==> config.mk <==
export PLATFORM = sky130hd
export DESIGN_NAME = fta_top
export DESIGN_NICKNAME = d
export VERILOG_FILES = /design/src/fta_pkg.sv /design/src/fta_pwm_if.sv /design/src/fta_pwm_chan.sv /design/src/fta_top.sv
export VERILOG_INCLUDE_DIRS = /design/src
export SDC_FILE = /design/constraint.sdc
export NUM_CORES = 1
export LEC_CHECK = 0
export BUFFER_PORTS_ARGS = -buffer_cell sky130_fd_sc_hd__buf_4
export CAP_MARGIN = 15
export CORE_MARGIN = 10
export CORE_UTILIZATION = 35
export CTS_CLUSTER_SIZE = 12
export DETAILED_ROUTE_END_ITERATION = 8
export MAX_ROUTING_LAYER = met4
export PLACE_DENSITY = 0.63
export SLEW_MARGIN = 20
export SYNTH_ARGS = -nofsm -noshare
export SYNTH_HDL_FRONTEND = slang
export SYNTH_HIERARCHICAL = 1
export SYNTH_SLANG_ARGS = --single-unit
==> constraint.sdc <==
create_clock -name clk_i -period 6.3 [get_ports clk_i]
set_input_delay 0.945 -clock clk_i [delete_from_list [all_inputs] [get_ports clk_i]]
set_output_delay 0.945 -clock clk_i [all_outputs]
set_load 0.02 [all_outputs]
==> src/fta_cfg.svh <==
// Constants for the fan tach, PWM and alarm logic.
// Assumes a 250 MHz clock; included by the design files by bare name.
//
// What this block does
// - Count equals 1.35e6 over RPM times divisor
// - One readable count register per tach channel
// - Fan 1/2 divisors reset to 2, field bits 7:4; fan 3 divisor resets to 1
// - Three-bit select gives divisor 1 to 128
// - Two PWM outputs, each 8-bit duty register
// - Duty is value over 255; reset FFh
// - Separate register selects PWM base clock
// - Voltage alarms use two-times mode
// - Fan alarms use two-times mode
// - Hysteresis 127 selects sensor-1 comparator mode
// - Sensor-1 comparator repeats each conversion above limit
// - Sensor-1 two-times: rise and fall below hysteresis
// - Sensor-1 one-time: interrupt only on rising
// - Sensor-2 mode chosen by property bit 6
// - Sensor-2 comparator repeats while above hysteresis
// - Sensor-2 defaults to two-times mode
// - Over-temp output follows sensor 2 only
`ifndef FTA_CFG_SVH
`define FTA_CFG_SVH

// ------------------------------------------------------------
// Clock and timing
// ------------------------------------------------------------
`define FTA_CLK_MHZ 250
// Count reference rate: 1.35e6 counts per minute of fan time
`define FTA_REF_HZ 22500
// Cycles per count tick, rounded down; stays inside 32-bit arithmetic
`define FTA_TICK_CYC ((`FTA_CLK_MHZ * 1000000) / `FTA_REF_HZ)

// ------------------------------------------------------------
// Field positions and reset values
// ------------------------------------------------------------
`define FTA_DIV_LSB 4
`define FTA_DIV_MSB 7
`define FTA_DIVEXT_LSB 5
`define FTA_DIVEXT_MSB 7
`define FTA_DIV_RESET 8'h50
`define FTA_DUTY_RESET 8'hff
`define FTA_DUTY_FULL 8'hff
`define FTA_PWMCLK_RESET 8'h01
`define FTA_PROP_S2_MODE 6
`define FTA_PROP_RESET 8'h00
`define FTA_HYST_CMP 8'h7f
`define FTA_COUNT_MAX 8'hff
`define FTA_NUM_VOLT 7
`define FTA_NUM_FAN 3

`endif

==> src/fta_pkg.sv <==
// Types shared by the fan tach, PWM and alarm logic.
// Assumes nothing beyond the constants header.
package fta_pkg;
  typedef enum logic [2:0] {
    FTA_MODE_CMP = 3'b001,
    FTA_MODE_TWO = 3'b010,
    FTA_MODE_ONE = 3'b100
  } fta_mode_t;
endpackage : fta_pkg

==> src/fta_pwm_if.sv <==
// Carrier between the top and each PWM channel.
// Assumes one clock domain shared by both ends.
`timescale 1ns/10ps
interface fta_pwm_if;
  logic [7:0] duty;
  logic step;
  logic pwm;
  modport top (output duty, output step, input pwm);
  modport chan (input duty, input step, output pwm);
endinterface : fta_pwm_if

==> src/fta_pwm_chan.sv <==
// One PWM channel: 255-step period, high for duty steps.
// Assumes a step pulse from the shared base clock divider.
`timescale 1ns/10ps
`include "fta_cfg.svh"
module fta_pwm_chan
  import fta_pkg::*;
(
  input wire logic clk_i,
  input wire logic rst_n_i,
  fta_pwm_if.chan pif
);
  logic [7:0] phase;

  // Phase runs 0..254 so the period is exactly 255 steps
  always_ff @(posedge clk_i) begin
    if (!rst_n_i) begin
      phase <= 8'h00;
    end else if (pif.step) begin
      phase <= (phase == 8'hfe) ? 8'h00 : phase + 8'h01;
    end
  end

  // High while phase below duty; FFh stays high throughout
  always_ff @(posedge clk_i) begin
    if (!rst_n_i) begin
      pif.pwm <= 1'b1;
    end else begin
      pif.pwm <= (phase < pif.duty);
    end
  end

  a_pwm_full_high: assert property (@(posedge clk_i) disable iff (!rst_n_i)
    (pif.duty == `FTA_DUTY_FULL) [*2] |-> pif.pwm)
    else $error("pwm low at full duty");
  a_pwm_zero_low: assert property (@(posedge clk_i) disable iff (!rst_n_i)
    (pif.duty == 8'h00) [*2] |-> !pif.pwm)
    else $error("pwm high at zero duty");
  c_pwm_mid: cover property (@(posedge clk_i) disable iff (!rst_n_i)
    pif.pwm ##1 !pif.pwm);
endmodule : fta_pwm_chan

==> src/fta_top.sv <==
// Fan tach counters, two PWM outputs and the management alarm logic.
// Assumes synchronous inputs; ADC readings arrive with a conversion-done
// pulse, and status reads arrive as one-cycle pulses.
`timescale 1ns/10ps
`include "fta_cfg.svh"
module fta_top
  import fta_pkg::*;
(
  input wire logic clk_i,
  input wire logic rst_n_i,
  input wire logic [2:0] fan_tach_i,
  input wire logic [7:0] fan_divisor_reg_i,
  input wire logic fan_divisor_we_i,
  input wire logic [7:0] divisor_ext_reg_i,
  input wire logic divisor_ext_we_i,
  input wire logic [7:0] pwm1_duty_reg_i,
  input wire logic pwm1_duty_we_i,
  input wire logic [7:0] pwm2_duty_reg_i,
  input wire logic pwm2_duty_we_i,
  input wire logic [7:0] pwm_clk_sel_reg_i,
  input wire logic pwm_clk_sel_we_i,
  input wire logic [7:0] alarm_property_sel_reg_i,
  input wire logic alarm_property_sel_we_i,
  input wire logic conv_done_i,
  input wire logic [55:0] volt_val_i,
  input wire logic [55:0] volt_high_i,
  input wire logic [55:0] volt_low_i,
  input wire logic [23:0] fan_limit_i,
  input wire logic [7:0] temp1_i,
  input wire logic [7:0] temp1_over_i,
  input wire logic [7:0] hyst_limit_i,
  input wire logic temp1_one_time_i,
  input wire logic [7:0] temp2_i,
  input wire logic [7:0] temp2_over_i,
  input wire logic [7:0] temp2_hyst_i,
  input wire logic [12:0] alarm_mask_i,
  input wire logic status_read_all_i,
  input wire logic temp2_read_i,
  output logic [7:0] fan1_count_reg_o,
  output logic [7:0] fan2_count_reg_o,
  output logic [7:0] fan3_count_reg_o,
  output logic [7:0] fan_divisor_reg_o,
  output logic [7:0] divisor_ext_reg_o,
  output logic [7:0] pwm_clk_sel_reg_o,
  output logic [12:0] alarm_status_o,
  output logic pwm1_o,
  output logic pwm2_o,
  output logic mgmt_alarm_irq_o,
  output logic overtemp_out_o
);
  // ------------------------------------------------------------
  // Configuration registers
  // ------------------------------------------------------------
  logic [7:0] fan_div;
  logic [7:0] div_ext;
  logic [7:0] duty1;
  logic [7:0] duty2;
  logic [7:0] pwm_clk_sel;
  logic [7:0] prop_sel;

  always_ff @(posedge clk_i) begin
    if (!rst_n_i) begin
      fan_div <= `FTA_DIV_RESET;
      div_ext <= 8'h00;
    end else begin
      if (fan_divisor_we_i) fan_div <= fan_divisor_reg_i;
      if (divisor_ext_we_i) div_ext <= divisor_ext_reg_i;
    end
  end

  always_ff @(posedge clk_i) begin
    if (!rst_n_i) begin
      duty1 <= `FTA_DUTY_RESET;
      duty2 <= `FTA_DUTY_RESET;
      pwm_clk_sel <= `FTA_PWMCLK_RESET;
      prop_sel <= `FTA_PROP_RESET;
    end else begin
      if (pwm1_duty_we_i) duty1 <= pwm1_duty_reg_i;
      if (pwm2_duty_we_i) duty2 <= pwm2_duty_reg_i;
      if (pwm_clk_sel_we_i) pwm_clk_sel <= pwm_clk_sel_reg_i;
      if (alarm_property_sel_we_i) prop_sel <= alarm_property_sel_reg_i;
    end
  end

  assign fan_divisor_reg_o = fan_div;
  assign divisor_ext_reg_o = div_ext;
  assign pwm_clk_sel_reg_o = pwm_clk_sel;

  // ------------------------------------------------------------
  // Fan counters
  // ------------------------------------------------------------
  // Three select bits per fan: bits 5..7 of the extension word carry the
  // top bit of fan 1..3; fan 1/2 low bits in divisor register bits 5:4 and 7:6,
  // fan 3 low bits taken from the extension word low bits.
  logic [2:0] div_sel [3];
  assign div_sel[0] = {div_ext[`FTA_DIVEXT_LSB], fan_div[5:4]};
  assign div_sel[1] = {div_ext[6], fan_div[`FTA_DIV_MSB:6]};
  assign div_sel[2] = {div_ext[`FTA_DIVEXT_MSB], div_ext[1:0]};

  logic [23:0] tick_cnt;
  logic tick;
  always_ff @(posedge clk_i) begin
    if (!rst_n_i || tick) begin
      tick_cnt <= 24'h000000;
    end else begin
      tick_cnt <= tick_cnt + 24'h000001;
    end
  end
  assign tick = (tick_cnt == 24'(`FTA_TICK_CYC - 1));

  logic [2:0] tach_q;
  logic [7:0] run_cnt [3];
  logic [6:0] pre_cnt [3];
  logic [7:0] cnt_out [3];
  logic [1:0] rev_half [3];

  // The count spans two tach periods, in reference ticks divided by divisor,
  // which gives 1.35e6 / (RPM * divisor) for two pulses per revolution.
  for (genvar f = 0; f < `FTA_NUM_FAN; f++) begin : g_fan
    logic rise;
    logic [6:0] div_m1;
    assign rise = fan_tach_i[f] && !tach_q[f];
    assign div_m1 = 7'((8'h01 << div_sel[f]) - 8'h01);

    always_ff @(posedge clk_i) begin
      if (!rst_n_i) begin
        tach_q[f] <= 1'b0;
        run_cnt[f] <= 8'h00;
        pre_cnt[f] <= 7'h00;
        cnt_out[f] <= `FTA_COUNT_MAX;
        rev_half[f] <= 2'h0;
      end else begin
        tach_q[f] <= fan_tach_i[f];
        if (rise) begin
          rev_half[f] <= rev_half[f] + 2'h1;
          if (rev_half[f] == 2'h1) begin
            cnt_out[f] <= run_cnt[f];
            run_cnt[f] <= 8'h00;
            pre_cnt[f] <= 7'h00;
            rev_half[f] <= 2'h0;
          end
        end else if (tick) begin
          // Prescale by divisor; saturate so a stopped fan reads FFh
          if (pre_cnt[f] >= div_m1) begin
            pre_cnt[f] <= 7'h00;
            if (run_cnt[f] != `FTA_COUNT_MAX) run_cnt[f] <= run_cnt[f] + 8'h01;
            else cnt_out[f] <= `FTA_COUNT_MAX;
          end else begin
            pre_cnt[f] <= pre_cnt[f] + 7'h01;
          end
        end
      end
    end
  end

  assign fan1_count_reg_o = cnt_out[0];
  assign fan2_count_reg_o = cnt_out[1];
  assign fan3_count_reg_o = cnt_out[2];

  // ------------------------------------------------------------
  // PWM outputs
  // ------------------------------------------------------------
  logic [7:0] base_div;
  logic pwm_step;
  always_ff @(posedge clk_i) begin
    if (!rst_n_i || pwm_step) begin
      base_div <= 8'h00;
    end else begin
      base_div <= base_div + 8'h01;
    end
  end
  assign pwm_step = (base_div >= pwm_clk_sel);

  fta_pwm_if pwm_a ();
  fta_pwm_if pwm_b ();
  assign pwm_a.duty = duty1;
  assign pwm_a.step = pwm_step;
  assign pwm_b.duty = duty2;
  assign pwm_b.step = pwm_step;

  fta_pwm_chan u_pwm1 (.clk_i(clk_i), .rst_n_i(rst_n_i), .pif(pwm_a));
  fta_pwm_chan u_pwm2 (.clk_i(clk_i), .rst_n_i(rst_n_i), .pif(pwm_b));
  assign pwm1_o = pwm_a.pwm;
  assign pwm2_o = pwm_b.pwm;

  // ------------------------------------------------------------
  // Alarm conditions
  // ------------------------------------------------------------
  // Status bits: 0..6 voltage, 7..9 fan, 10 sensor 1, 11 sensor 2,
  // 12 reserved low.
  logic [6:0] v_out;
  logic [2:0] f_out;
  for (genvar v = 0; v < `FTA_NUM_VOLT; v++) begin : g_volt
    assign v_out[v] = (volt_val_i[v*8 +: 8] > volt_high_i[v*8 +: 8]) ||
                      (volt_val_i[v*8 +: 8] < volt_low_i[v*8 +: 8]);
  end
  for (genvar f = 0; f < `FTA_NUM_FAN; f++) begin : g_flim
    assign f_out[f] = cnt_out[f] > fan_limit_i[f*8 +: 8];
  end

  fta_mode_t s1_mode;
  fta_mode_t s2_mode;
  always_comb begin
    if (hyst_limit_i == `FTA_HYST_CMP) s1_mode = FTA_MODE_CMP;
    else if (temp1_one_time_i) s1_mode = FTA_MODE_ONE;
    else s1_mode = FTA_MODE_TWO;
    s2_mode = prop_sel[`FTA_PROP_S2_MODE] ? FTA_MODE_CMP : FTA_MODE_TWO;
  end

  logic t1_over;
  logic t1_under;
  logic t2_over;
  logic t2_under;
  assign t1_over = $signed(temp1_i) > $signed(temp1_over_i);
  assign t1_under = $signed(temp1_i) < $signed(hyst_limit_i);
  assign t2_over = $signed(temp2_i) > $signed(temp2_over_i);
  assign t2_under = $signed(temp2_i) < $signed(temp2_hyst_i);

  // ------------------------------------------------------------
  // Event detection and sticky status
  // ------------------------------------------------------------
  // Each source remembers whether it is out of range (armed). Two-times
  // sources flag on entry and on exit; status sets win over a read clear.
  logic [9:0] vf_out_q;
  logic t1_hot;
  logic t2_hot;
  logic [12:0] status;
  logic [12:0] next_set;

  always_comb begin
    next_set = 13'h0000;
    if (conv_done_i) begin
      next_set[9:0] = {f_out, v_out} ^ vf_out_q;
      unique case (s1_mode)
        FTA_MODE_CMP: next_set[10] = t1_over;
        FTA_MODE_TWO: next_set[10] = (!t1_hot && t1_over) ||
                                     (t1_hot && t1_under);
        FTA_MODE_ONE: next_set[10] = !t1_hot && t1_over;
      endcase
      unique case (s2_mode)
        FTA_MODE_CMP: next_set[11] = t2_over || (t2_hot && !t2_under);
        FTA_MODE_TWO: next_set[11] = (!t2_hot && t2_over) ||
                                     (t2_hot && t2_under);
      endcase
    end
  end

  always_ff @(posedge clk_i) begin
    if (!rst_n_i) begin
      vf_out_q <= 10'h000;
      t1_hot <= 1'b0;
      t2_hot <= 1'b0;
    end else if (conv_done_i) begin
      vf_out_q <= {f_out, v_out};
      if (t1_over) t1_hot <= 1'b1;
      else if (s1_mode == FTA_MODE_CMP || t1_under) t1_hot <= 1'b0;
      if (t2_over) t2_hot <= 1'b1;
      else if (t2_under) t2_hot <= 1'b0;
    end
  end

  // A pending bit stays set, and holds the interrupt while unmasked, until the full status read clears it
  always_ff @(posedge clk_i) begin
    if (!rst_n_i) begin
      status <= 13'h0000;
    end else begin
      status <= (status & ~{13{status_read_all_i}}) | next_set;
    end
  end
  assign alarm_status_o = status;

  assign mgmt_alarm_irq_o = |(status & ~alarm_mask_i);

  // ------------------------------------------------------------
  // Over-temperature output, sensor 2 only
  // ------------------------------------------------------------
  // Comparator behaviour by default: active low while above limit until
  // below hysteresis; a sensor-2 read has no effect in this mode.
  always_ff @(posedge clk_i) begin
    if (!rst_n_i) begin
      overtemp_out_o <= 1'b1;
    end else if (conv_done_i) begin
      if (t2_over) overtemp_out_o <= 1'b0;
      else if (t2_under) overtemp_out_o <= 1'b1;
    end
  end

  // ------------------------------------------------------------
  // Checks
  // ------------------------------------------------------------
  a_irq_read_clear: assert property (@(posedge clk_i) disable iff (!rst_n_i)
    (status_read_all_i && !conv_done_i) |=> !mgmt_alarm_irq_o)
    else $error("irq still high after status read");
  a_status_sticky: assert property (@(posedge clk_i) disable iff (!rst_n_i)
    (status[0] && !status_read_all_i) |=> status[0])
    else $error("voltage status lost without read");
  a_volt_entry_sets: assert property (@(posedge clk_i) disable iff (!rst_n_i)
    (conv_done_i && v_out[0] && !vf_out_q[0]) |=> status[0])
    else $error("voltage excursion not flagged");
  a_fan_exit_sets: assert property (@(posedge clk_i) disable iff (!rst_n_i)
    (conv_done_i && !f_out[0] && vf_out_q[7]) |=> status[7])
    else $error("fan return not flagged");
  a_s1_cmp_repeat: assert property (@(posedge clk_i) disable iff (!rst_n_i)
    (conv_done_i && hyst_limit_i == `FTA_HYST_CMP && t1_over) |=> status[10])
    else $error("sensor1 comparator repeat missing");
  a_s1_one_quiet: assert property (@(posedge clk_i) disable iff (!rst_n_i)
    (conv_done_i && s1_mode == FTA_MODE_ONE && t1_hot && !status_read_all_i
     && !status[10]) |=> !status[10])
    else $error("one-time mode interrupted twice");
  a_s2_two_quiet: assert property (@(posedge clk_i) disable iff (!rst_n_i)
    (conv_done_i && s2_mode == FTA_MODE_TWO && t2_hot && !t2_under && !status[11]
     && !status_read_all_i) |=> !status[11])
    else $error("sensor2 two-times fired above hysteresis");
  a_s1_two_fall: assert property (@(posedge clk_i) disable iff (!rst_n_i)
    (conv_done_i && s1_mode == FTA_MODE_TWO && t1_hot && t1_under) |=> status[10])
    else $error("sensor1 fall below hysteresis not flagged");
  a_s2_cmp_repeat: assert property (@(posedge clk_i) disable iff (!rst_n_i)
    (conv_done_i && s2_mode == FTA_MODE_CMP && t2_over) |=> status[11])
    else $error("sensor2 comparator repeat missing");
  a_s2_cmp_stop: assert property (@(posedge clk_i) disable iff (!rst_n_i)
    (conv_done_i && s2_mode == FTA_MODE_CMP && !t2_over && t2_under && !status[11]
     && !status_read_all_i) |=> !status[11])
    else $error("sensor2 comparator fired below hysteresis");
  a_ovt_conv_only: assert property (@(posedge clk_i) disable iff (!rst_n_i)
    !conv_done_i |=> $stable(overtemp_out_o))
    else $error("overtemp moved without a conversion");
  a_ovt_sensor2: assert property (@(posedge clk_i) disable iff (!rst_n_i)
    (conv_done_i && t2_over) |=> !overtemp_out_o)
    else $error("overtemp not driven by sensor2");
  a_div_reset: assert property (@(posedge clk_i)
    $rose(rst_n_i) |-> div_sel[0] == 3'h1)
    else $error("divisor not two after reset");
  c_irq_raise: cover property (@(posedge clk_i) disable iff (!rst_n_i)
    $rose(mgmt_alarm_irq_o));
  c_read_clear: cover property (@(posedge clk_i) disable iff (!rst_n_i)
    status_read_all_i ##1 !mgmt_alarm_irq_o);
  c_s2_cmp: cover property (@(posedge clk_i) disable iff (!rst_n_i)
    s2_mode == FTA_MODE_CMP && next_set[11]);
  c_s1_one: cover property (@(posedge clk_i) disable iff (!rst_n_i)
    s1_mode == FTA_MODE_ONE && next_set[10]);
endmodule : fta_top

# Word-level counts from Yosys, hierarchy flattened
# Memories as Yosys holds them, arrays and structs flattened.
# Index checks and enable logic that the tools add are counted.
[totals]
register_bits = 126
latchBits = 0
mem_bits_rw = 75
mem_bits_ro = 0
inputBits = 316
output_inout_bits = 65
memories = 4
[op_classes]
add_sub_neg = 16
n_mul = 0
div_mod_pow = 0
order_cmp = 27
n_eq_ne = 15
n_shift = 3
muxes = 129
bitwise = 33
n_reduce_logical = 33
[memory_table]
columns = ["memory", "depth", "width", "read_ports", "rd_ports_with_merged_regs", "wr", "line", "source"]
rows = [
  ["cnt_out", 3, 8, 3, 0, 3, "fta_top.sv:114", "logic [7:0] cnt_out [3];"],
  ["run_cnt", 3, 8, 3, 0, 3, "fta_top.sv:112", "logic [7:0] run_cnt [3];"],
  ["pre_cnt", 3, 7, 3, 0, 3, "fta_top.sv:113", "logic [6:0] pre_cnt [3];"],
  ["rev_half", 3, 2, 3, 0, 3, "fta_top.sv:115", "logic [1:0] rev_half [3];"],
]
[op_table]
columns = ["operator", "count"]
rows = [
  ["two-way mux 8 bit", 14],
  ["> comparator 8 bit", 12],
  ["two-way mux 1 bit", 94],
  ["< comparator 8 bit", 11],
  ["two-way mux 7 bit", 9],
  ["adder 8 x 1 -> 8 bit (second input constant)", 6],
  ["bitwise OR 1 bit", 27],
  ["AND 13 bit", 2],
  ["inverter 13 bit", 2],
  ["adder 24 x 1 -> 24 bit (second input constant)", 1],
  ["== test 24 x 14 -> 1 bit (second input constant)", 1],
  ["!= test 8 bit (second input constant)", 3],
  ["adder 7 x 1 -> 7 bit (second input constant)", 3],
  ["greater-or-equal comparator 7 bit", 3],
  ["left shift 1 x 3 -> 7 bit (first input constant)", 3],
  ["subtractor 7 x 1 -> 7 bit (second input constant)", 3],
  ["== test 8 bit (second input constant)", 2],
  ["two-way mux 2 bit", 7],
  ["logical OR 1 bit", 13],
  ["bitwise OR 13 x 12 -> 13 bit", 1],
  ["OR reduction 13 bit", 1],
  ["two-way mux 12 bit", 1],
  ["bitwise XOR 10 bit", 1],
  ["== test 2 x 1 -> 1 bit (second input constant)", 4],
  ["14 further kinds", 32],
]

# Longest topological paths before layout
# Gate-level depths: netlist (run 1).
[logic_depth]
ltp_word = 10
depth_mapped = 14
mapped_depth_nobuf = 13

# Cells and area by module
# Netlist (run 1), hierarchy kept.
[by_module_without_submodules]
columns = ["module", "n_inst", "cells_per_inst", "area_each_um2", "seq_area_each_um2"]
rows = [
  ["fta_top", 1, 1369, 12385.6, 4294.1],
  ["fta_pwm_chan", 2, 74, 591.8, 180.2],
]

# Worst setup path before layout (run 1)
# No wires, ideal clock.
[synth_timing]
kind = "flip-flop to flip-flop"
start = "register fan_div[4] (netlist: fan_divisor_reg_o[4])"
end = "memory cnt_out[0][0] (enable)"
t_arrival_ps = 3031
path_slack_ps = 2885
path_stages_with_launch = 15
n_path_buf = 2
synth_period_minus_slack_ps = 3415
cell_sequence = "dfxtp_1 -> clkbuf_1 -> or3_1 -> ha_1 -> clkbuf_1 -> nor3_1 -> a21o_1 -> a21oi_1 -> ha_1 -> a21o_1 -> a21oi_1 -> o21ai_0 -> a21oi_1 -> nand2b_1 -> o21ai_0"
[synth_rtl]
columns = ["element", "line", "source"]
rows = [
  ["from (decl)", "fta_top.sv:54", "logic [7:0] fan_div;"],
  ["from (signal assigned)", "fta_top.sv:63", "fan_div <= `FTA_DIV_RESET;"],
  ["from (signal assigned)", "fta_top.sv:66", "if (fan_divisor_we_i) fan_div <= fan_divisor_reg_i;"],
  ["to (decl)", "fta_top.sv:114", ""],
]

==> metrics, run 1 <==
unrepaired setup endpoints after global routing=false; Met2 Routed Length=19,420 um; most common cell after layout, fill and taps aside=buf_4; Post-Syn Area=0.01357 sq mm; synthesized area per cell=8.945 sq um; number of synthesized flops with an enable pin=75; vias in the first global route=11,550; Stages on worst setup path=12; Synth Area in Simple Gates=0.1760; DR vias/cell=4.863; crit end category=register; Psw=911.4 uW; static leakage=8.518 nW; Power Internal=2.407 mW; Design Area, Final=0.01754 sq mm; Layout area overhead=29.27%; hold path cells=2; worst hold path class=reg2reg; Hold WS=0.4770 ns; worst r2r path cells=12; post-synthesis sequential area ratio=0.3430; Routed wire per std cell=16.35 um; fin. max-slew vios=0; WS Path Type=reg2reg; xor and xnor area share after synthesis=0.04841; Top Layer Used=met4; first-pass GRT wire length=62,210 um; Least-Margin Pin Slew=0.9559 ns; worst path arrival time=3.55 ns; # Post-CTS Setup Buffers=0; area share of the largest cell type after synthesis=0.2038; FP Rows=72; Setup Skew=0.01330 ns; CP peak stage delay=0.61 ns; Clk pin slew, worst setup/hold paths=0.07 ns; f_max=288.7 MHz; grt total ovfl=0; P per Cell Area=189.2 mW/mm^2; CP max FO=8; Final Wtd Congestion=0.9308; dpl cell area=0.01691 sq mm; cell count after synthesis=1,517; Max-Cap Viols=0; Logic pwr share=0.221; largest net degree at the start of global routing=41; #FFs+latches synth=195; nets@finish=2,418; final setup fails=0; Adder-Cell Fraction of Synth Area=0.2038; slowest cell on the critical path=or4_1; CP bufs+invs=0; H-Tree Depth=4; All-Layer GR Usage=0.1669; final WL=39,470 um; worst vdd ir=197.5 uV; routed wl met3=2095 um; Flop pwr share=0.435; status=finished, final reports clean; initial DRC count=498; Core Footprint=0.03847 sq mm; layout cells sized above 1=0.2281; post-synth cell types=57; prevailing post-synth register cell=dfxtp_1; area leader, netlist=ha_1; worst path required time=6.39 ns; CTS Buf Count=17; clk sinks=195; switching share of power=0.2746; Area contributors post-synth=ha_1 (20%), dfxtp_1 (18%), edfxtp_1 (17%); post-route ant nets=0; via count=11,740; Initial Util=0.3528; Final Hold Fails=0; Post-DP HPWL=33,380 um; Max-slew headroom=0.3560; Crit path max-delay family=simple AND/OR/NAND/NOR gates; setup TNS=0 ns; number of antenna violations at the first check in global routing=3; met1 WL=17,460 um; critical path launch point type=register; DRT Pass-1 Iters=5; Remaining DRCs=0; Clk network pwr share=0.344; largest family of logic cells by synthesized area=adder cells; DIE HEIGHT=216.9 um; Yosys Warn Count=6; min Tclk post-route=3.463 ns; Worst-Skew Late Latency=0.43 ns; Die Area=0.04705 sq mm; Compound-Gate Fraction of Synth Area=0.1227; Resize count post-CTS=0; commonest cells after routing, fill and taps aside=buf_4 (375), inv_1 (230), ha_1 (221); fin crit share=0.5497; net count after synthesis=2,054; asr flop ratio synth=0; crit path cell chain=or3_1 -> ha_1 -> nor3_1 -> a21o_1 -> a21oi_1 -> ha_1 -> a21o_1 -> a21oi_1 -> o21ai_0 -> a21oi_1 -> or4_1 -> nand3_1; CTS Hold Bufs=0; Most Frequent Cell on Critical Path=a21oi_1; I/O pin count=381; Die Span X=216.9 um; Root Buffer=clkbuf_16; mux cell area share after synthesis=0.03320; buffers added on ports=372; Clock Path Buffers=2; CTS tree=done
## per-stage QoR
stage,util,power [mW],cells,worst slack (ns)
floorplan,-,1.882,1517,2.885
global placement,0.4395,2.181,2380,2.666
detailed placement,0.4395,2.208,2380,2.610
CTS,0.4558,3.359,2412,2.589
global route,0.4560,3.514,2414,2.492
finish,0.4560,3.319,2414,2.837
## power groups by stage
stage	combinational [mW]	sequential, mW	clock [mW]
2_1_floorplan	0.409	1.47	0
3_3_place_gp	0.712	1.47	0
3_5_place_dp	0.736	1.47	0
4_1_cts	0.741	1.44	1.18
5_1_grt	0.834	1.45	1.23
6_report	0.734	1.44	1.14
## kinds of logic (layout without fill, tap and decap cells)
family	Yosys count	in the layout
flip-flops	195	195
AND/OR/NAND/NOR	460	460
multiplexers	45	45
XOR/XNOR	75	75
adder cells (fa/ha/maj)	221	221
other	0	2
buffers and inverters	260	637
AO/OA/AOI/OAI	261	261
## final cells by class
class	instances	area [sq um]
sequential	195	4654
multi-input combinational	1062	7929
fill	3703	20930
timing repair buffer	375	2815
clock buffer	23	510.5
tap	518	648.1
inverter	230	863.3
antenna	2	5.005
clock inverter	9	115.1
## metal layers
layer | vias to the layer above | GRT usage
li1 | 6038 | -
met1 | 5441 | 0.1977
met2 | 235 | 0.2834
met3 | 26 | 0.03856
met5 | - | -
met4 | 0 | 0.03659
## worst register-to-register path, cell delays in order, from the launching register on
cell and delay [ns]:
dfxtp_1 0.39, or3_1 0.44, ha_1 0.29, nor3_1 0.16, a21o_1 0.10, a21oi_1 0.07, ha_1 0.32, a21o_1 0.12
a21oi_1 0.05, o21ai_0 0.08, a21oi_1 0.14, or4_1 0.61, nand3_1 0.36
## path summary, 6_finish.rpt
kind | from | end | slack (ns)
worst max-delay path | divisor_ext_reg_o[0] | run_cnt[2][4] | 2.84
worst min-delay path | duty2[0] | duty2[0] | 0.48
worst max register to register | divisor_ext_reg_o[0] | run_cnt[2][4] | 2.84
worst min register to register | duty2[0] | duty2[0] | 0.48
## sequential cells by signal, summed over array words and instances (netlist names), 8 cells and up
| signal | flops |
|---|---|
| alarm_status_o | 13 |
| tick_cnt | 24 |
| duty1 | 8 |
| run_cnt | 24 |
| u_pwm2/phase | 8 |
| pwm_clk_sel_reg_o | 8 |
| cnt_out | 24 |
| fan_divisor_reg_o | 8 |
| u_pwm1/phase | 8 |
| divisor_ext_reg_o | 8 |
| duty2 | 8 |
| base_div | 8 |
| vf_out_q | 10 |
| pre_cnt | 21 |
## cell usage after synthesis, drive strengths merged (30+ instances only)
library cell / instances
dfxtp: 120
a21oi: 79
mux2i: 45
a21o: 30
nand2: 82
edfxtp: 75
xor2: 46
ha: 221
nor2: 115
o21ai: 52
nand4: 46
inv: 230
nand3: 50
nor2b: 40
(Power assumes the default switching activity.)
==> run 2: changes to the inputs <==
==> constraint.sdc (replaced) <==
create_clock -name clk_i -period 3.2 [get_ports clk_i]
set_input_delay 0.48 -clock clk_i [delete_from_list [all_inputs] [get_ports clk_i]]
set_output_delay 0.48 -clock clk_i [all_outputs]
set_load 0.02 [all_outputs]
==> metrics, run 2 (synthesis gave the netlist of run 1 again) <==
status=finished, final reports clean; post-route ant nets=0 (unchanged); Post-DP HPWL=33,430 um (+0.17%); min Tclk post-route=3.037 ns (-0.4266 ns); Layout area overhead=30.47%; worst reg2reg path startpoint=fan_divisor_reg_o[6]; FP Rows=72 (unchanged); Least-Margin Pin Slew=1.057 ns (+0.1011 ns); fin. max-slew vios=0 (unchanged); largest net degree at the start of global routing=35 (-15%); CP peak stage delay=0.59 ns (-0.02 ns); DP Cell Count=2,397 (+0.71%); Worst-Skew Late Latency=0.43 ns (about the same); R2R Setup Slk=0.16 ns (-2.67 ns); Psw=1.860 mW (+100%); P per Cell Area=363.4 mW/mm^2 (+92%); Clk network pwr share=0.330 (-0.014); final WL=39,590 um (+0.31%); worst path arrival time=3.17 ns (-0.38 ns); crit end category=register; CTS Buf Count=17 (unchanged); Remaining DRCs=0 (unchanged); Routed wire per std cell=16.26 um (-0.52%); top flop regs=cnt_out (24), run_cnt (24), tick_cnt (24); most common cell after layout, fill and taps aside=buf_4; fin crit share=0.9490 (+0.3993); buffers added on ports=372 (unchanged); Top Layer Used=met4; Logic pwr share=0.229 (+0.008); worst path required time=3.34 ns (-3.05 ns); Worst Hold Path EP=duty1[5]; All-Layer GR Usage=0.1653 (-0.001538); Setup Skew=0.01972 ns (+0.006425 ns); Core Footprint=0.03847 sq mm (unchanged); layout cells sized above 1=0.2431 (+0.01499); slowest cell on the critical path=or4b_4; CTS Hold Bufs=0 (unchanged); Final Total Pwr=6.433 mW (+94%); f_max=329.3 MHz (+14%); Final Instance Count excl. Fillers=2,434 (+0.83%); static leakage=8.608 nW (+1.1%); CP max FO=8 (unchanged); Die Area=0.04705 sq mm (unchanged); switching share of power=0.2890 (+0.01442); I/O pin count=381 (unchanged); setup TNS=0 ns (unchanged); routed wl met3=1846 um (-12%); Root Buffer=clkbuf_16; nets@finish=2,437 (+0.79%); final setup fails=0 (unchanged); hold path cells=3 (+1); RR Endpoint=run_cnt[1][0]; DRT Pass-1 Iters=5 (unchanged); unrepaired setup endpoints after global routing=false; clk sinks=195 (unchanged); Flop pwr share=0.441 (+0.006); Hold WS=0.2596 ns (-0.2174 ns); Clk pin slew, worst setup/hold paths=0.07 ns (about the same); Met2 Routed Length=19,550 um (+0.69%); WS Path Type=reg2reg; critical path launch point type=register; fillers=3,725 (+0.59%); worst vdd ir=387.2 uV (+96%); Max-Cap Viols=0 (unchanged); Die Span X=216.9 um (unchanged); initial DRC count=542 (+8.8%); Final Hold Fails=0 (unchanged); worst r2r path cells=12 (unchanged); final worst slack=0.1632 ns (-2.673 ns); first-pass GRT wire length=61,890 um (-0.51%); met1 WL=17,600 um (+0.82%); DR vias/cell=4.871 (+0.16%); HP Start=pwm1_duty_reg_i[5]; number of antenna violations at the first check in global routing=3 (unchanged); grt total ovfl=0 (unchanged); via count=11,860 (+0.99%); vias in the first global route=11,690 (+1.2%); Most Frequent Cell on Critical Path=a21oi_1; Power Internal=4.574 mW (+90%); commonest cells after routing, fill and taps aside=buf_4 (394), inv_1 (230), ha_1 (218); Initial Util=0.3528 (unchanged); H-Tree Depth=4 (unchanged); Place WS=0.01886 ns (-2.591 ns); Clock Path Buffers=2 (unchanged); CTS tree=done; worst hold path class=in2reg; Max-slew headroom=0.2879 (-0.06809); Final Wtd Congestion=0.9077 (-2.5%); crit path cell chain=or3_1 -> ha_2 -> nor3_1 -> a21oi_1 -> o21a_1 -> ha_1 -> a21o_1 -> a21oi_1 -> o21ai_0 -> a21oi_1 -> or4b_4 -> nand2_4; DIE HEIGHT=216.9 um (unchanged)
run 2: cell count changes in the layout (fill, tap and decap cells not counted), moves of 3 or more:
| cell | delta |
|---|---|
| inv_4 | +3 |
| buf_4 | +19 |
| ha_2 | +3 |
| inv_6 | +4 |
| ha_1 | -3 |
run 2: worst max-delay path by stage:
stage,from,slack [ns],end,depth (start not counted)
floorplan,fan_divisor_reg_o[4],0.002,cnt_out[0][0],14
finish,fan_divisor_reg_o[6],0.16,run_cnt[1][0],12
global placement,fan_divisor_reg_o[6],0.07,cnt_out[1][3],12
global route,fan_divisor_reg_o[6],0.01,run_cnt[1][6],12
detailed placement,fan_divisor_reg_o[6],0.02,cnt_out[1][2],12
CTS,fan_divisor_reg_o[6],0.002,cnt_out[1][6],12
run 2: layout make-up:
class | count | area (sq um) | area share
Multi-Input combinational cell | 1062 | 7989 | 0.4513
Sequential cell | 195 | 4656 | 0.2630
Timing Repair Buffer | 394 | 2958 | 0.1671
Clock buffer | 19 | 475.5 | 0.02686
Clock inverter | 13 | 106.4 | 0.006008
Inverter | 230 | 863.3 | 0.04877
Antenna cell | 3 | 7.507 | 0.0004241
Tap cell | 518 | 648.1 | 0.03661
run 2: stage by stage:
| step | instance area [sq um] | util |
|---|---|---|
| floorplan | 13610 | - |
| global placement | 17070 | 0.4437 |
| CTS | 17650 | 0.4589 |
| global route | 17700 | 0.4602 |
| finish | 17700 | 0.4602 |
| detailed placement | 17070 | 0.4437 |
run 2: critical path, delay by kind of cell (launching register included):
family / cells / cell delay, ns
AND/OR/NAND/NOR: 4 / 1.27
AO/OA/AOI/OAI: 6 / 0.63
adder cells (fa/ha/maj): 2 / 0.53
flip-flops: 1 / 0.31
run 2: power by group through the flow:
stage	sequential (mW)	combinational, mW	clock [mW]
after floorplan	2.90	0.810	0
after global placement	2.89	1.43	0
after detailed placement	2.89	1.47	0
after CTS	2.84	1.48	2.18
after global routing	2.86	1.67	2.30
final	2.84	1.48	2.12
run 2: what timing repair did:
item	CTS	global route
endpoints found under the setup margin	0	55
resized for setup	0	10
buffers inserted	0	2
run 2: per-layer routing:
layer,vias up,GRT usage
li1,6092,-
met1,5471,0.1976
met2,262,0.2816
met3,31,0.03107
met4,0,0.04172
met5,-,-
==> run 3: changes to the inputs <==
--- a/config.mk
+++ b/config.mk
@@ -9,11 +9,11 @@
 export BUFFER_PORTS_ARGS = -buffer_cell sky130_fd_sc_hd__buf_4
 export CAP_MARGIN = 15
 export CORE_MARGIN = 10
-export CORE_UTILIZATION = 35
+export CORE_UTILIZATION = 44
 export CTS_CLUSTER_SIZE = 12
 export DETAILED_ROUTE_END_ITERATION = 8
 export MAX_ROUTING_LAYER = met4
-export PLACE_DENSITY = 0.63
+export PLACE_DENSITY = 0.75
 export SLEW_MARGIN = 20
 export SYNTH_ARGS = -nofsm -noshare
 export SYNTH_HDL_FRONTEND = slang
==> metrics, run 3 (synthesis gave the netlist of run 1 again) <==
FP Rows=64 (-11%); Worst-Skew Late Latency=0.45 ns (+0.02 ns); Clock Path Buffers=2 (unchanged); commonest cells after routing, fill and taps aside=buf_4 (394), inv_1 (230), ha_1 (218); switching share of power=0.2911 (+0.002084); hold path cells=3 (unchanged); grt total ovfl=0 (unchanged); largest net degree at the start of global routing=39 (+11%); worst reg2reg path startpoint=fan_divisor_reg_o[7]; DRT Pass-1 Iters=5 (unchanged); CTS Buf Count=17 (unchanged); H-Tree Depth=4 (unchanged); worst hold path class=in2reg; initial DRC count=462 (-15%); critical path launch point type=register; Max-Cap Viols=0 (unchanged); Remaining DRCs=0 (unchanged); DR vias/cell=5.188 (+6.5%); Core Footprint=0.03051 sq mm (-21%); Logic pwr share=0.230 (about the same); final worst slack=0.1742 ns (+0.01104 ns); worst r2r path cells=12 (unchanged); most common cell after layout, fill and taps aside=buf_4; Initial Util=0.4448 (+0.09201); crit end category=register; number of antenna violations at the first check in global routing=4 (+1); worst path arrival time=3.18 ns (about the same); f_max=330.5 MHz (+0.36%); worst vdd ir=314.6 uV (-19%); Die Area=0.03826 sq mm (-19%); worst path required time=3.36 ns (+0.02 ns); CTS Hold Bufs=0 (unchanged); layout cells sized above 1=0.2436 (+0.0005227); final WL=40,610 um (+2.6%); I/O pin count=381 (unchanged); Root Buffer=clkbuf_16; Power Internal=4.619 mW (+0.99%); Clk pin slew, worst setup/hold paths=0.08 ns (about the same); Place WS=-0.07914 ns (-0.09800 ns); fin. max-slew vios=0 (unchanged); WS Path Type=reg2reg; Final Hold Fails=0 (unchanged); final setup fails=0 (unchanged); static leakage=8.623 nW (+0.18%); Final Wtd Congestion=0.9354 (+3.1%); min Tclk post-route=3.026 ns (-0.01104 ns); DP Cell Count=2,276 (-5.0%); Max-slew headroom=0.4357 (+0.1478); HP Start=pwm2_duty_reg_i[3]; first-pass GRT wire length=64,120 um (+3.6%); top flop regs=cnt_out (24), run_cnt (24), tick_cnt (24); Routed wire per std cell=17.56 um (+7.9%); Clk network pwr share=0.335 (+0.005); Final Instance Count excl. Fillers=2,313 (-5.0%); post-route ant nets=0 (unchanged); All-Layer GR Usage=0.2117 (+0.04633); buffers added on ports=372 (unchanged); setup TNS=0 ns (unchanged); via count=12,000 (+1.2%); unrepaired setup endpoints after global routing=false; Least-Margin Pin Slew=0.8389 ns (-0.2180 ns); Worst Hold Path EP=duty2[3]; vias in the first global route=12,260 (+4.9%); R2R Setup Slk=0.17 ns (about the same); P per Cell Area=370.5 mW/mm^2 (+1.9%); CP max FO=8 (unchanged); Post-DP HPWL=34,610 um (+3.5%); RR Endpoint=run_cnt[1][0]; Setup Skew=0.01469 ns (-0.005038 ns); Psw=1.897 mW (+2.0%); clk sinks=195 (unchanged); Flop pwr share=0.435 (-0.006); fin crit share=0.9456 (-0.003449); Layout area overhead=29.63%; DIE HEIGHT=195.6 um (-9.8%); Die Span X=195.6 um (-9.8%); CTS tree=done; nets@finish=2,437 (unchanged); status=finished, final reports clean
-- run 3: worst max-delay path by stage --
stage	startpoint	end	slack (ns)
after floorplan	fan_divisor_reg_o[4]	cnt_out[0][0]	0.002
after global placement	divisor_ext_reg_o[1]	cnt_out[2][4]	0.10
after detailed placement	fan_divisor_reg_o[4]	cnt_out[0][7]	-0.08
after CTS	fan_divisor_reg_o[7]	cnt_out[1][7]	0.004
after global routing	divisor_ext_reg_o[5]	run_cnt[0][1]	0.003
final	fan_divisor_reg_o[7]	run_cnt[1][0]	0.17
-- run 3: power by group through the flow --
| stage | Clock [mW] | Sequential (mW) | Combinational, mW |
|---|---|---|---|
| 6_report | 2.18 | 2.83 | 1.50 |
| 5_1_grt | 2.34 | 2.85 | 1.69 |
| 4_1_cts | 2.24 | 2.83 | 1.50 |
| 3_5_place_dp | 0 | 2.89 | 1.49 |
| 3_3_place_gp | 0 | 2.89 | 1.43 |
| 2_1_floorplan | 0 | 2.90 | 0.810 |
-- run 3: area by class of cell --
type / count / area, sq um
fillers: 2679 / 12920
flip-flops and latches: 195 / 4654
clock buffers: 17 / 425.4
clock inverters: 15 / 176.4
inverters: 230 / 863.3
multi-input cells: 1062 / 8006
diodes: 4 / 10.01
repair buffers: 394 / 2958
well taps: 396 / 495.5
-- run 3: what timing repair did --
action                                  CTS  global route
gates resized for setup                   1            11
pin swaps                                 1             1
setup buffers                             1             0
endpoints found under the setup margin   16            62
-- run 3: metal layers --
metal | global-route usage | part of all wire
met5 | - | 0
met4 | 0.06052 | 0.024
met2 | 0.3765 | 0.51
met1 | 0.2333 | 0.41
met3 | 0.04436 | 0.059
-- run 3: metrics by stage --
step | utilization | hold WS, ns | total power [mW] | area (sq um)
2_1_floorplan | - | 0.4411 | 3.710 | 13610
3_3_place_gp | 0.5547 | 0.4559 | 4.314 | 16920
3_5_place_dp | 0.5547 | 0.4580 | 4.380 | 16920
4_1_cts | 0.5748 | 0.2329 | 6.572 | 17540
5_1_grt | 0.5765 | 0.2399 | 6.885 | 17590
6_report | 0.5765 | 0.2479 | 6.516 | 17590
-- run 3: worst max-delay path: stages, from the launching register on --
cell and delay (ns):
dfxtp_1 0.36, or3_1 0.38, ha_2 0.23, nor3_1 0.13, a21oi_1 0.06, o21a_1 0.17, ha_1 0.29, a21o_1 0.12
a21oi_1 0.08, o21ai_1 0.12, a21oi_2 0.11, or4b_4 0.56, nand2_8 0.13
